### config.mk
export PLATFORM = sky130hd
export DESIGN_NAME = flash_command_controller
export DESIGN_NICKNAME = d
export VERILOG_FILES = /design/src/pkg/flash_ctrl_pkg.sv /design/src/hdl/ecc_encoder.sv /design/src/hdl/flash_command_controller.sv
export SDC_FILE = /design/constraint.sdc
export NUM_CORES = 1
export LEC_CHECK = 0
export ABC_AREA = 1
export BUFFER_PORTS_ARGS = -buffer_cell sky130_fd_sc_hd__buf_2
export CAP_MARGIN = 0
export CORE_ASPECT_RATIO = 0.75
export CORE_UTILIZATION = 30
export DETAILED_ROUTE_END_ITERATION = 7
export GPL_ROUTABILITY_DRIVEN = 1
export GPL_TIMING_DRIVEN = 0
export PLACE_DENSITY = 0.58
export RECOVER_POWER = 25
export SLEW_MARGIN = 10
export SYNTH_ARGS = -nofsm -noshare
export SYNTH_HDL_FRONTEND = slang
export SYNTH_SLANG_ARGS = --single-unit
### constraint.sdc
create_clock -name clk -period 3.9 [get_ports clk]
set_input_delay 0 -clock clk [delete_from_list [all_inputs] [get_ports clk]]
set_output_delay 0 -clock clk [all_outputs]
set_load 0.02 [all_outputs]
### src/pkg/flash_ctrl_pkg.sv
// Constants shared by the embedded flash command controller
package flash_ctrl_pkg;

   // ----------------------------------------------------------------
   // Register map (byte addresses on the extended register port)
   // ----------------------------------------------------------------
   localparam logic [15:0] addr_flash_data_low = 16'ha020;
   localparam logic [15:0] addr_flash_data_high = 16'ha021;
   localparam logic [15:0] addr_flash_address_low = 16'ha022;
   localparam logic [15:0] addr_flash_address_high = 16'ha023;
   localparam logic [15:0] addr_ecc_helper = 16'ha024;
   localparam logic [15:0] addr_flash_command_status = 16'ha025;
   localparam logic [15:0] addr_program_timing_scaler = 16'ha026;

   // ----------------------------------------------------------------
   // Reset values
   // ----------------------------------------------------------------
   localparam logic [7:0] byte_reset = 8'h00;
   localparam logic [7:0] command_status_reset = 8'h80;
   localparam logic [7:0] ecc_helper_reset = 8'h00;
   localparam logic [7:0] scaler_reset = 8'h25;

   // ----------------------------------------------------------------
   // Field positions of the command/status byte
   // ----------------------------------------------------------------
   localparam int cmd_code_lsb = 0;
   localparam int cmd_code_msb = 4;
   localparam int cmd_fail_bit = 5;
   localparam int cmd_busy_bit = 6;
   localparam int cmd_timeout_lsb = 5;
   localparam int cmd_timeout_msb = 7;
   localparam int cmd_verify_bit = 7;

   // ----------------------------------------------------------------
   // Command codes
   // ----------------------------------------------------------------
   localparam logic [4:0] code_main_read = 5'h10;
   localparam logic [4:0] code_main_erase = 5'h08;
   localparam logic [4:0] code_main_write = 5'h04;
   localparam logic [4:0] code_info_read = 5'h02;
   localparam logic [4:0] code_info_write = 5'h01;
   localparam logic [4:0] code_info_erase = 5'h03;

   // Operation requested from the flash array
   typedef enum logic [1:0] {
      op_read,
      op_write,
      op_erase
   } flash_op_t;

   // ----------------------------------------------------------------
   // Address space
   // ----------------------------------------------------------------
   localparam logic [15:0] main_word_limit = 16'h8000;
   localparam logic [15:0] info_word_limit = 16'h0400;
   localparam logic [15:0] info_second_base = 16'h0200;
   localparam logic [15:0] info_write_low = 16'h0040;
   localparam logic [15:0] page_offset_mask = 16'h01ff;

   // ----------------------------------------------------------------
   // Time-out, in periods of the timing base
   // ----------------------------------------------------------------
   localparam int timeout_w = 14;
   typedef logic [timeout_w-1:0] timeout_table_t [0:7];
   localparam timeout_table_t write_timeout = '{
      14'h0037, 14'h003c, 14'h0041, 14'h0045,
      14'h004b, 14'h0050, 14'h0055, 14'h0059};
   localparam timeout_table_t erase_timeout = '{
      14'h153b, 14'h1741, 14'h1934, 14'h1af1,
      14'h1cf0, 14'h1ee2, 14'h20d4, 14'h22b9};

   // ECC code layout: four Hamming bits, overall parity, unused zeros
   localparam int ecc_parity_bit = 4;
   localparam logic [2:0] ecc_unused = 3'h0;

endpackage

### src/hdl/ecc_encoder.sv
// ECC byte generator for one 8-bit data byte
`timescale 1ns/1ps
module ecc_encoder (
   input wire logic [7:0] data,
   output logic [7:0] code
);

   // ----------------------------------------------------------------
   // Hamming(12,8) check bits plus overall parity
   // ----------------------------------------------------------------
   logic [3:0] check;
   logic overall;

   // Data sits at code positions 3,5,6,7,9,10,11,12
   assign check[0] = data[0] ^ data[1] ^ data[3] ^ data[4] ^ data[6];
   assign check[1] = data[0] ^ data[2] ^ data[3] ^ data[5] ^ data[6];
   assign check[2] = data[1] ^ data[2] ^ data[3] ^ data[7];
   assign check[3] = data[4] ^ data[5] ^ data[6] ^ data[7];
   assign overall = (^data) ^ (^check); // Catches double errors
   assign code = {flash_ctrl_pkg::ecc_unused, overall, check};

endmodule

### src/hdl/flash_command_controller.sv
// Embedded flash command controller with register port and CPU stall
// How it works
// - Fetch ECC error raises the interrupt, or a reset when enabled.
// - CPU stays stalled while a command runs, released on completion.
// - A time-out from an eight-entry table ends a hung command.
// - Each 16-bit flash word holds a data byte (low) and its ECC byte (high).
// - Read loads the raw word into the read data pair.
// - An ECC error on a read sets fail when the read ends.
// - Optionally the low read byte is returned ECC corrected.
// - Read ECC error pulses flag a (single) or flag b (double).
// - Main: 64 pages of 512 words; info pages by info commands.
// - Erase always works on a whole page.
// - Five-bit command decode; command byte resets to 0x80.
// - Info writes allowed only at 0x0040-0x01ff or second block.
// - Info page erase only acts on the second block.
// - Word address is built from two reset-to-zero byte registers.
// - Data bytes hold write data, reads return read data.
// - ECC helper returns the ECC byte of the written value.
// - Timing base ticks at clock times (scaler+1)/256.
`timescale 1ns/1ps
module flash_command_controller #(
   parameter bit correct_low_byte = 1'b0
) (
   input wire logic clk,
   input wire logic sys_rst,
   input wire logic [15:0] xfr_addr,
   input wire logic xfr_wr,
   input wire logic xfr_rd,
   input wire logic [7:0] xfr_wdata,
   output logic [7:0] xfr_rdata,
   output logic cpu_stall,
   output logic flash_req,
   output flash_ctrl_pkg::flash_op_t flash_op,
   output logic flash_info,
   output logic [15:0] flash_addr,
   output logic [15:0] flash_wdata,
   input wire logic [15:0] flash_rdata,
   input wire logic flash_done,
   input wire logic fetch_ecc_error,
   input wire logic ecc_reset_enable,
   output logic ecc_irq,
   output logic ecc_reset_req,
   output logic program_ecc_flag_a,
   output logic program_ecc_flag_b
);

   typedef enum logic [1:0] {
      st_idle,
      st_run,
      st_verify
   } state_t;

   // ----------------------------------------------------------------
   // Registers
   // ----------------------------------------------------------------
   state_t state;
   logic [7:0] wdata_low;
   logic [7:0] wdata_high;
   logic [7:0] rdata_low;
   logic [7:0] rdata_high;
   logic [7:0] addr_low;
   logic [7:0] addr_high;
   logic [7:0] ecc_value;
   logic [7:0] scaler;
   logic [4:0] code;
   logic [2:0] timeout_select;
   logic fail;
   logic verify_mismatch;
   logic verify_pending;
   logic [7:0] base_acc;
   logic [13:0] tick_count;

   // ----------------------------------------------------------------
   // Register port decode
   // ----------------------------------------------------------------
   wire logic hit_dlow = xfr_addr == flash_ctrl_pkg::addr_flash_data_low;
   wire logic hit_dhigh = xfr_addr == flash_ctrl_pkg::addr_flash_data_high;
   wire logic hit_alow = xfr_addr == flash_ctrl_pkg::addr_flash_address_low;
   wire logic hit_ahigh =
      xfr_addr == flash_ctrl_pkg::addr_flash_address_high;
   wire logic hit_ecc = xfr_addr == flash_ctrl_pkg::addr_ecc_helper;
   wire logic hit_cmd =
      xfr_addr == flash_ctrl_pkg::addr_flash_command_status;
   wire logic hit_scaler =
      xfr_addr == flash_ctrl_pkg::addr_program_timing_scaler;
   wire logic busy = state != st_idle;
   wire logic [7:0] status_byte = {verify_mismatch, busy, fail, code};
   wire logic [15:0] word_addr = {addr_high, addr_low};

   // Unmapped addresses read as zero
   assign xfr_rdata = hit_dlow ? rdata_low :
      hit_dhigh ? rdata_high :
      hit_alow ? addr_low :
      hit_ahigh ? addr_high :
      hit_ecc ? ecc_value :
      hit_cmd ? status_byte :
      hit_scaler ? scaler : flash_ctrl_pkg::byte_reset;

   // ----------------------------------------------------------------
   // Command decode and legality
   // ----------------------------------------------------------------
   wire logic [4:0] new_code = xfr_wdata[flash_ctrl_pkg::cmd_code_msb:
      flash_ctrl_pkg::cmd_code_lsb];
   wire logic issue = xfr_wr && hit_cmd && !busy;
   wire logic is_mread = new_code == flash_ctrl_pkg::code_main_read;
   wire logic is_merase = new_code == flash_ctrl_pkg::code_main_erase;
   wire logic is_mwrite = new_code == flash_ctrl_pkg::code_main_write;
   wire logic is_iread = new_code == flash_ctrl_pkg::code_info_read;
   wire logic is_iwrite = new_code == flash_ctrl_pkg::code_info_write;
   wire logic is_ierase = new_code == flash_ctrl_pkg::code_info_erase;
   wire logic is_main = is_mread || is_merase || is_mwrite;
   wire logic is_info = is_iread || is_iwrite || is_ierase;
   wire logic main_ok = word_addr < flash_ctrl_pkg::main_word_limit;
   wire logic info_ok = word_addr < flash_ctrl_pkg::info_word_limit;
   wire logic in_second = word_addr >= flash_ctrl_pkg::info_second_base;
   wire logic iwrite_ok = in_second ||
      word_addr >= flash_ctrl_pkg::info_write_low;
   wire logic cmd_legal = (is_main && main_ok) ||
      (is_info && info_ok && !(is_iwrite && !iwrite_ok) &&
      !(is_ierase && !in_second));
   wire logic start = issue && cmd_legal;
   wire logic is_erase_new = is_merase || is_ierase;
   wire logic is_write_new = is_mwrite || is_iwrite;

   // Erase targets the page start; low offset bits are ignored
   wire logic [15:0] page_addr =
      word_addr & ~flash_ctrl_pkg::page_offset_mask;

   // ----------------------------------------------------------------
   // Read ECC check
   // ----------------------------------------------------------------
   logic [7:0] helper_code;
   logic [7:0] read_code;
   wire logic [7:0] ecc_value_in = xfr_wdata;
   ecc_encoder u_helper_ecc (
      .data(ecc_value_in),
      .code(helper_code)
   );
   ecc_encoder u_read_ecc (
      .data(flash_rdata[7:0]),
      .code(read_code)
   );

   // Low byte is data, high byte its ECC code; syndrome from bits 11:8
   wire logic [3:0] syndrome = read_code[3:0] ^ flash_rdata[11:8];
   wire logic parity_bad = read_code[flash_ctrl_pkg::ecc_parity_bit] ^
      flash_rdata[12] ^ (^syndrome) ^ (^syndrome);
   wire logic overall_bad = (^flash_rdata[7:0]) ^ (^flash_rdata[12:8]);
   wire logic unused_bad = flash_rdata[15:13] != flash_ctrl_pkg::ecc_unused;
   wire logic single_err = overall_bad && !unused_bad;
   wire logic double_err = ((syndrome != 4'h0) && !overall_bad) ||
      unused_bad || (parity_bad && 1'b0);
   wire logic ecc_err = single_err || double_err;

   // Map a syndrome to the data bit it points at
   function automatic logic [7:0] flip_mask(input logic [3:0] s);
      logic [7:0] m;
      m = 8'h00;
      case (s)
         4'h3: m = 8'h01;
         4'h5: m = 8'h02;
         4'h6: m = 8'h04;
         4'h7: m = 8'h08;
         4'h9: m = 8'h10;
         4'ha: m = 8'h20;
         4'hb: m = 8'h40;
         4'hc: m = 8'h80;
         default: m = 8'h00;
      endcase
      return m;
   endfunction

   // Raw by default; the corrected low byte is a build option
   wire logic [7:0] fixed_low = flash_rdata[7:0] ^
      (single_err ? flip_mask(syndrome) : 8'h00);
   wire logic [7:0] load_low = correct_low_byte ? fixed_low :
      flash_rdata[7:0];

   // ----------------------------------------------------------------
   // Timing base and time-out
   // ----------------------------------------------------------------
   wire logic [8:0] acc_sum = {1'b0, base_acc} + {1'b0, scaler} + 9'h001;
   wire logic base_tick = acc_sum[8];
   logic erase_run;
   wire logic [13:0] timeout_limit = erase_run ?
      flash_ctrl_pkg::erase_timeout[timeout_select] :
      flash_ctrl_pkg::write_timeout[timeout_select];
   wire logic timed_out = busy && base_tick &&
      (tick_count >= timeout_limit - 14'h0001);
   wire logic op_end = busy && (flash_done || timed_out);

   // Phase accumulator keeps running; only its carry is used
   always_ff @(posedge clk) begin
      if (sys_rst) begin
         base_acc <= flash_ctrl_pkg::byte_reset;
      end else begin
         base_acc <= acc_sum[7:0];
      end
   end

   // Tick counter restarts for each flash operation
   always_ff @(posedge clk) begin
      if (sys_rst || start || flash_req) begin
         tick_count <= 14'h0000;
      end else if (busy && base_tick) begin
         tick_count <= tick_count + 14'h0001;
      end
   end

   // ----------------------------------------------------------------
   // Software writable registers
   // ----------------------------------------------------------------
   always_ff @(posedge clk) begin
      if (sys_rst) begin
         wdata_low <= flash_ctrl_pkg::byte_reset;
         wdata_high <= flash_ctrl_pkg::byte_reset;
         addr_low <= flash_ctrl_pkg::byte_reset;
         addr_high <= flash_ctrl_pkg::byte_reset;
         scaler <= flash_ctrl_pkg::scaler_reset;
      end else if (xfr_wr && !busy) begin
         if (hit_dlow) wdata_low <= xfr_wdata;
         if (hit_dhigh) wdata_high <= xfr_wdata;
         if (hit_alow) addr_low <= xfr_wdata;
         if (hit_ahigh) addr_high <= xfr_wdata;
         if (hit_scaler) scaler <= xfr_wdata;
      end
   end

   // Helper answers with the code of whatever byte was written
   always_ff @(posedge clk) begin
      if (sys_rst) begin
         ecc_value <= flash_ctrl_pkg::ecc_helper_reset;
      end else if (xfr_wr && hit_ecc) begin
         ecc_value <= helper_code;
      end
   end

   // ----------------------------------------------------------------
   // Command sequencer
   // ----------------------------------------------------------------
   always_ff @(posedge clk) begin
      if (sys_rst) begin
         state <= st_idle;
         code <= flash_ctrl_pkg::command_status_reset[4:0];
         timeout_select <= flash_ctrl_pkg::command_status_reset[7:5];
         verify_mismatch <= flash_ctrl_pkg::command_status_reset[7];
         fail <= 1'b0;
         flash_req <= 1'b0;
         flash_op <= flash_ctrl_pkg::op_read;
         flash_info <= 1'b0;
         flash_addr <= 16'h0000;
         flash_wdata <= 16'h0000;
         erase_run <= 1'b0;
         verify_pending <= 1'b0;
         rdata_low <= flash_ctrl_pkg::byte_reset;
         rdata_high <= flash_ctrl_pkg::byte_reset;
      end else begin
         flash_req <= 1'b0;
         case (state)
            st_idle: begin
               if (issue) begin
                  code <= new_code;
                  timeout_select <= xfr_wdata[
                     flash_ctrl_pkg::cmd_timeout_msb:
                     flash_ctrl_pkg::cmd_timeout_lsb];
                  verify_mismatch <= 1'b0;
                  fail <= !cmd_legal;
               end
               if (start) begin
                  state <= st_run;
                  flash_req <= 1'b1;
                  flash_info <= is_info;
                  flash_addr <= is_erase_new ? page_addr : word_addr;
                  flash_wdata <= {wdata_high, wdata_low};
                  erase_run <= is_erase_new;
                  verify_pending <= is_write_new;
                  flash_op <= is_erase_new ? flash_ctrl_pkg::op_erase :
                     is_write_new ? flash_ctrl_pkg::op_write :
                     flash_ctrl_pkg::op_read;
               end
            end
            st_run: begin
               if (op_end && timed_out && !flash_done) begin
                  fail <= 1'b1;
                  state <= st_idle;
               end else if (op_end && verify_pending) begin
                  state <= st_verify;
                  flash_req <= 1'b1;
                  flash_op <= flash_ctrl_pkg::op_read;
               end else if (op_end) begin
                  if (flash_op == flash_ctrl_pkg::op_read) begin
                     rdata_low <= load_low;
                     rdata_high <= flash_rdata[15:8];
                     if (ecc_err) fail <= 1'b1;
                  end
                  state <= st_idle;
               end
            end
            st_verify: begin
               if (op_end) begin
                  if (timed_out && !flash_done) begin
                     fail <= 1'b1;
                  end else if (flash_rdata != flash_wdata) begin
                     verify_mismatch <= 1'b1;
                  end
                  state <= st_idle;
               end
            end
            default: state <= st_idle;
         endcase
      end
   end

   assign cpu_stall = busy;

   // ----------------------------------------------------------------
   // ECC event pulses
   // ----------------------------------------------------------------
   wire logic read_end = (state == st_run) && flash_done &&
      !verify_pending && (flash_op == flash_ctrl_pkg::op_read);

   // Reset request replaces the interrupt when enabled
   always_ff @(posedge clk) begin
      if (sys_rst) begin
         ecc_irq <= 1'b0;
         ecc_reset_req <= 1'b0;
         program_ecc_flag_a <= 1'b0;
         program_ecc_flag_b <= 1'b0;
      end else begin
         ecc_irq <= fetch_ecc_error && !ecc_reset_enable;
         ecc_reset_req <= fetch_ecc_error && ecc_reset_enable;
         program_ecc_flag_a <= read_end && single_err;
         program_ecc_flag_b <= read_end && double_err;
      end
   end

endmodule

==> impl_metrics.prom <==
# TYPE chip_impl_metric gauge
chip_impl_info{name="status",value="finished, final reports clean"} 1
chip_impl_metric{name="fmax",unit="GHz"} 0.280
chip_impl_metric{name="sequentialPowerShare",unit="%"} 39.8
chip_impl_metric{name="dp_slack",unit="ns"} 0.0427
chip_impl_metric{name="timing_hold_violations_final",unit=""} 0
chip_impl_metric{name="design.portCount",unit=""} 96
chip_impl_metric{name="clk_pin_slew",unit="ns"} 0.06
chip_impl_metric{name="detailedRoute.firstPassIterationCount",unit=""} 5
chip_impl_metric{name="globalplace.congestion",unit=""} 0.898
chip_impl_info{name="start_kind",value="register"} 1
chip_impl_metric{name="power.density",unit="mW/mm²"} 373
chip_impl_metric{name="sw_frac_of_total",unit="%"} 25.7
chip_impl_metric{name="final.fill_count",unit=""} 2714
chip_impl_metric{name="synth_largest_type_area_fraction",unit="%"} 34.9
chip_impl_metric{name="timing_worst_slew_pin_value",unit="ns"} 0.886
chip_impl_info{name="clk_root_buffer_cell",value="clkbuf_16"} 1
chip_impl_metric{name="ff_latch_area",unit="mm²"} 0.00275
chip_impl_metric{name="max_slew_margin",unit="%"} 40.9
chip_impl_info{name="critical_path_most_common_cell",value="nand2_1"} 1
chip_impl_metric{name="clock_latency",unit="ns"} 0.44
chip_impl_metric{name="synthCells",unit=""} 1136
chip_impl_info{name="critical_path.top_delay_family",value="compound AO/OA/AOI/OAI gates"} 1
chip_impl_metric{name="proportion_of_layout_cells_with_a_drive_suffix_above_1",unit="%"} 10.8
chip_impl_info{name="holdCritPathClass",value="input port to register"} 1
chip_impl_metric{name="yosysWarningCount",unit=""} 0
chip_impl_info{name="dominant_register_cell_in_the_synthesized_netlist",value="dfxtp_1"} 1
chip_impl_metric{name="track_usage",unit="%"} 19.3
chip_impl_metric{name="via_per_inst",unit=""} 4.85
chip_impl_metric{name="final_count_of_negative_setup_slack_endpoints",unit=""} 0
chip_impl_metric{name="initial_utilization",unit="%"} 31.1
chip_impl_metric{name="fp.coreArea",unit="mm²"} 0.0253
chip_impl_metric{name="asyncSetResetFlopFracSynth",unit="%"} 0
chip_impl_metric{name="cts.path.max_buffers",unit=""} 2
chip_impl_metric{name="synthDistinctLibCells",unit=""} 45
chip_impl_metric{name="crit_required",unit="ns"} 4.25
chip_impl_metric{name="multi_input_area",unit="mm²"} 0.00441
chip_impl_metric{name="tritoncts_num_sinks",unit=""} 137
chip_impl_metric{name="max_cap_violations",unit=""} 0
chip_impl_metric{name="synth.net_count",unit=""} 1231
chip_impl_metric{name="number_of_antenna_violations_at_the_first_check_in_global_routing",unit=""} 0
chip_impl_metric{name="die_height",unit="µm"} 142
chip_impl_metric{name="rows",unit=""} 50
chip_impl_metric{name="p_switching",unit="mW"} 0.915
chip_impl_metric{name="max-vdd-ir-drop",unit="V"} 0.000285
chip_impl_info{name="cp-end-kind",value="register"} 1
chip_impl_metric{name="syn_area_per_cell",unit="µm²"} 6.93
chip_impl_metric{name="via_count",unit=""} 7817
chip_impl_metric{name="post-route-drc-count",unit=""} 0
chip_impl_metric{name="syn-cell-area",unit="mm²"} 0.00787
chip_impl_metric{name="final_min_period_over_clock_period",unit="%"} 91.4
chip_impl_metric{name="cell_internal_power",unit="mW"} 2.65
chip_impl_info{name="grt_setup_unrepaired",value="false"} 1
chip_impl_metric{name="final-max-slew-violation-count",unit=""} 0
chip_impl_metric{name="routed-wl-met3",unit="µm"} 1600
chip_impl_metric{name="cts_buffers",unit=""} 17
chip_impl_metric{name="initialDrtViolationCount",unit=""} 609
chip_impl_metric{name="hpwlAfterDp",unit="µm"} 19600
chip_impl_info{name="ys_top_cells_by_area",value="dfxtp_1, nand2_1, a21oi_1, ha_1, o21ai_0"} 1
chip_impl_metric{name="critical_path.n_buffers_inverters",unit=""} 2
chip_impl_metric{name="via_count_of_the_first_global_routing_pass",unit=""} 7144
chip_impl_metric{name="pwr-share-comb",unit="%"} 9.6
chip_impl_metric{name="grt.overflow.total",unit=""} 0
chip_impl_metric{name="fin_tns_setup",unit="ns"} 0
chip_impl_metric{name="skew",unit="ns"} 0.0135
chip_impl_info{name="cp_slowest_cell",value="o311ai_0"} 1
chip_impl_metric{name="chipWidth",unit="µm"} 189
chip_impl_metric{name="routed_wl",unit="µm"} 25500
chip_impl_metric{name="dieArea",unit="mm²"} 0.0269
chip_impl_metric{name="critPathMaxStageDelay",unit="ns"} 0.39
chip_impl_metric{name="pwr-share-clk",unit="%"} 50.6
chip_impl_metric{name="routedLengthMet1",unit="µm"} 13000
chip_impl_metric{name="grt_first_pass_wirelength",unit="µm"} 39800
chip_impl_metric{name="worstPathMaxFanout",unit=""} 9
chip_impl_metric{name="route.met2.wl",unit="µm"} 10500
chip_impl_metric{name="worst-endpoint-arrival",unit="ns"} 3.92
chip_impl_info{name="synth_top_cells_by_count",value="nand2_1, dfxtp_1, a21oi_1"} 1
chip_impl_metric{name="number_of_synthesized_flops_with_an_enable_pin",unit=""} 0
chip_impl_info{name="timing.setup.critical_path_class",value="register to register"} 1
chip_impl_metric{name="htreeDepth",unit=""} 4
chip_impl_info{name="cts_tree",value="built"} 1
chip_impl_info{name="synth_most_common_cell",value="nand2_1"} 1
chip_impl_info{name="crit_path_cell_trace",value="inv_2, ha_1, o22ai_1, a31oi_2, ha_1, o21ai_0, o311ai_0, ha_1, nand2_1, inv_1, nand2_1, nand2_1, a21oi_1, nand3_1, nand3_1, nand4_1, nand2_1, nand3_1, a21oi_1"} 1
chip_impl_info{name="maxUsedRoutingLayer",value="met4"} 1
chip_impl_info{name="synth_top_area_cell",value="dfxtp_1"} 1
chip_impl_metric{name="io_buffer_count",unit=""} 85
chip_impl_metric{name="final_antenna_net_count",unit=""} 0
chip_impl_metric{name="finalCriticalPeriod",unit="ns"} 3.57
chip_impl_metric{name="ys_seq_area_share",unit="%"} 34.9
chip_impl_metric{name="num_antenna_cells",unit=""} 0
chip_impl_metric{name="power.static_leakage",unit="nW"} 4.13
chip_impl_metric{name="wl_per_cell",unit="µm"} 15.8
chip_impl_metric{name="grt_max_degree",unit=""} 17
chip_impl_metric{name="flop_and_latch_count_out_of_synthesis",unit=""} 137
chip_impl_metric{name="final_net_count",unit=""} 1357
chip_impl_metric{name="area_growth",unit="%"} 21.2
chip_impl_metric{name="finalWorstSetupSlack",unit="ns"} 0.334
[power groups by stage]
stage / combinational, mW / sequential (mW) / clock [mW]
finish: 0.342 / 1.42 / 1.80
global route: 0.381 / 1.42 / 1.88
CTS: 0.339 / 1.42 / 1.82
detailed placement: 0.321 / 1.45 / 0
global placement: 0.315 / 1.45 / 0
floorplan: 0.214 / 1.45 / 0
[cell families after synthesis]
| family | after synthesis | share of synthesized area, % |
|---|---|---|
| AND/OR/NAND/NOR | 444 | 24.2 |
| AO/OA/AOI/OAI | 288 | 19.8 |
| buffers and inverters | 181 | 9.14 |
| flip-flops | 137 | 34.9 |
| adder cells (fa/ha/maj) | 48 | 7.73 |
| XOR/XNOR | 38 | 4.23 |
[cells in the final DEF, fill, tap and decap left out, types with 4 or more instances in the layout]
cell	Yosys	final
a211oi_1	4	4
xnor2_1	26	26
nand2_1	248	248
nor2_2	11	10
nor3_1	9	9
o22ai_1	6	6
buf_4	4	4
o31ai_1	9	9
a21oi_1	128	128
o211ai_1	11	11
nand3_1	57	57
dfxtp_1	137	135
ha_1	47	47
inv_2	9	10
xor2_1	12	12
o21a_1	4	4
o21ai_0	110	110
nor2_1	86	87
nand4_1	8	8
dlygate4sd3_1	0	22
o21ai_1	4	4
clkbuf_16	0	17
buf_2	20	65
clkbuf_1	20	61
inv_1	127	126
bufinv_16	0	4
[state kept, by name, summed over array words and instances (netlist names), 2 cells and up]
signal and flops:
timeout_select 3, ecc_value 5, wdata_low 8, addr_high 8, base_acc 8, addr_low 8
tick_count 14, flash_addr 16, code 5, rdata_low 8, scaler 8, state 2
flash_wdata 16, rdata_high 8, flash_op 2, wdata_high 8
[layout make-up]
| class | instances | share of cell area, % |
|---|---|---|
| Multi-Input combinational cell | 818 | 46.3 |
| Sequential cell | 137 | 28.8 |
| Timing Repair Buffer | 107 | 6.25 |
| Inverter | 136 | 5.35 |
| Clock buffer | 19 | 4.75 |
| Tap cell | 338 | 4.44 |
| Buffer | 45 | 2.19 |
| Clock inverter | 12 | 1.97 |
[routing by layer]
metal / vias to the layer above / GRT usage (%)
met1: 3579 / 28.4
met5: - / 0
met3: 26 / 4.78
met4: 0 / 5.26
li1: 3992 / -
met2: 220 / 27.5
[metrics by stage]
stage / cell area [µm²] / utilization, % / hold WS (ns) / instances / power, mW
final: 9530 / 37.6 / 0.0121 / 1612 / 3.56
after CTS: 9580 / 37.8 / 0.00245 / 1612 / 3.58
after global routing: 9530 / 37.6 / 0.0467 / 1612 / 3.68
after floorplan: 7870 / - / 0.0720 / 1136 / 1.66
after global placement: 8720 / 34.4 / 0.173 / 1559 / 1.76
after detailed placement: 8720 / 34.4 / 0.179 / 1559 / 1.77
[worst reg2reg max path: cells and delay by family, from the launching register on]
kind,cells,cell delay [ns]
buf+inv,2,0.22
flops,1,0.38
simple gates,8,0.91
fa+ha+maj,3,0.80
compound gates,6,1.17
[path summary, 6_finish.rpt]
path	start	endpoint	slack, ns	depth (start not counted)
worst max-delay path	timeout_select[1]	state[1]	0.33	19
worst min-delay path	flash_rdata[11]	rdata_high[3]	0.01	3
worst max register to register	timeout_select[1]	state[1]	0.33	19
worst min register to register	flash_addr[15]	flash_addr[15]	0.43	2
[what timing repair did]
| item | 4_1_cts | 5_1_grt |
|---|---|---|
| hold buffers | 22 | 0 |
| hold endpoints to repair | 29 | 0 |
| setup endpoints to repair | 0 | 6 |
| buffers inserted | 0 | 0 |
| resized for setup | 0 | 4 |
Power figures use the tool's default switching activity.
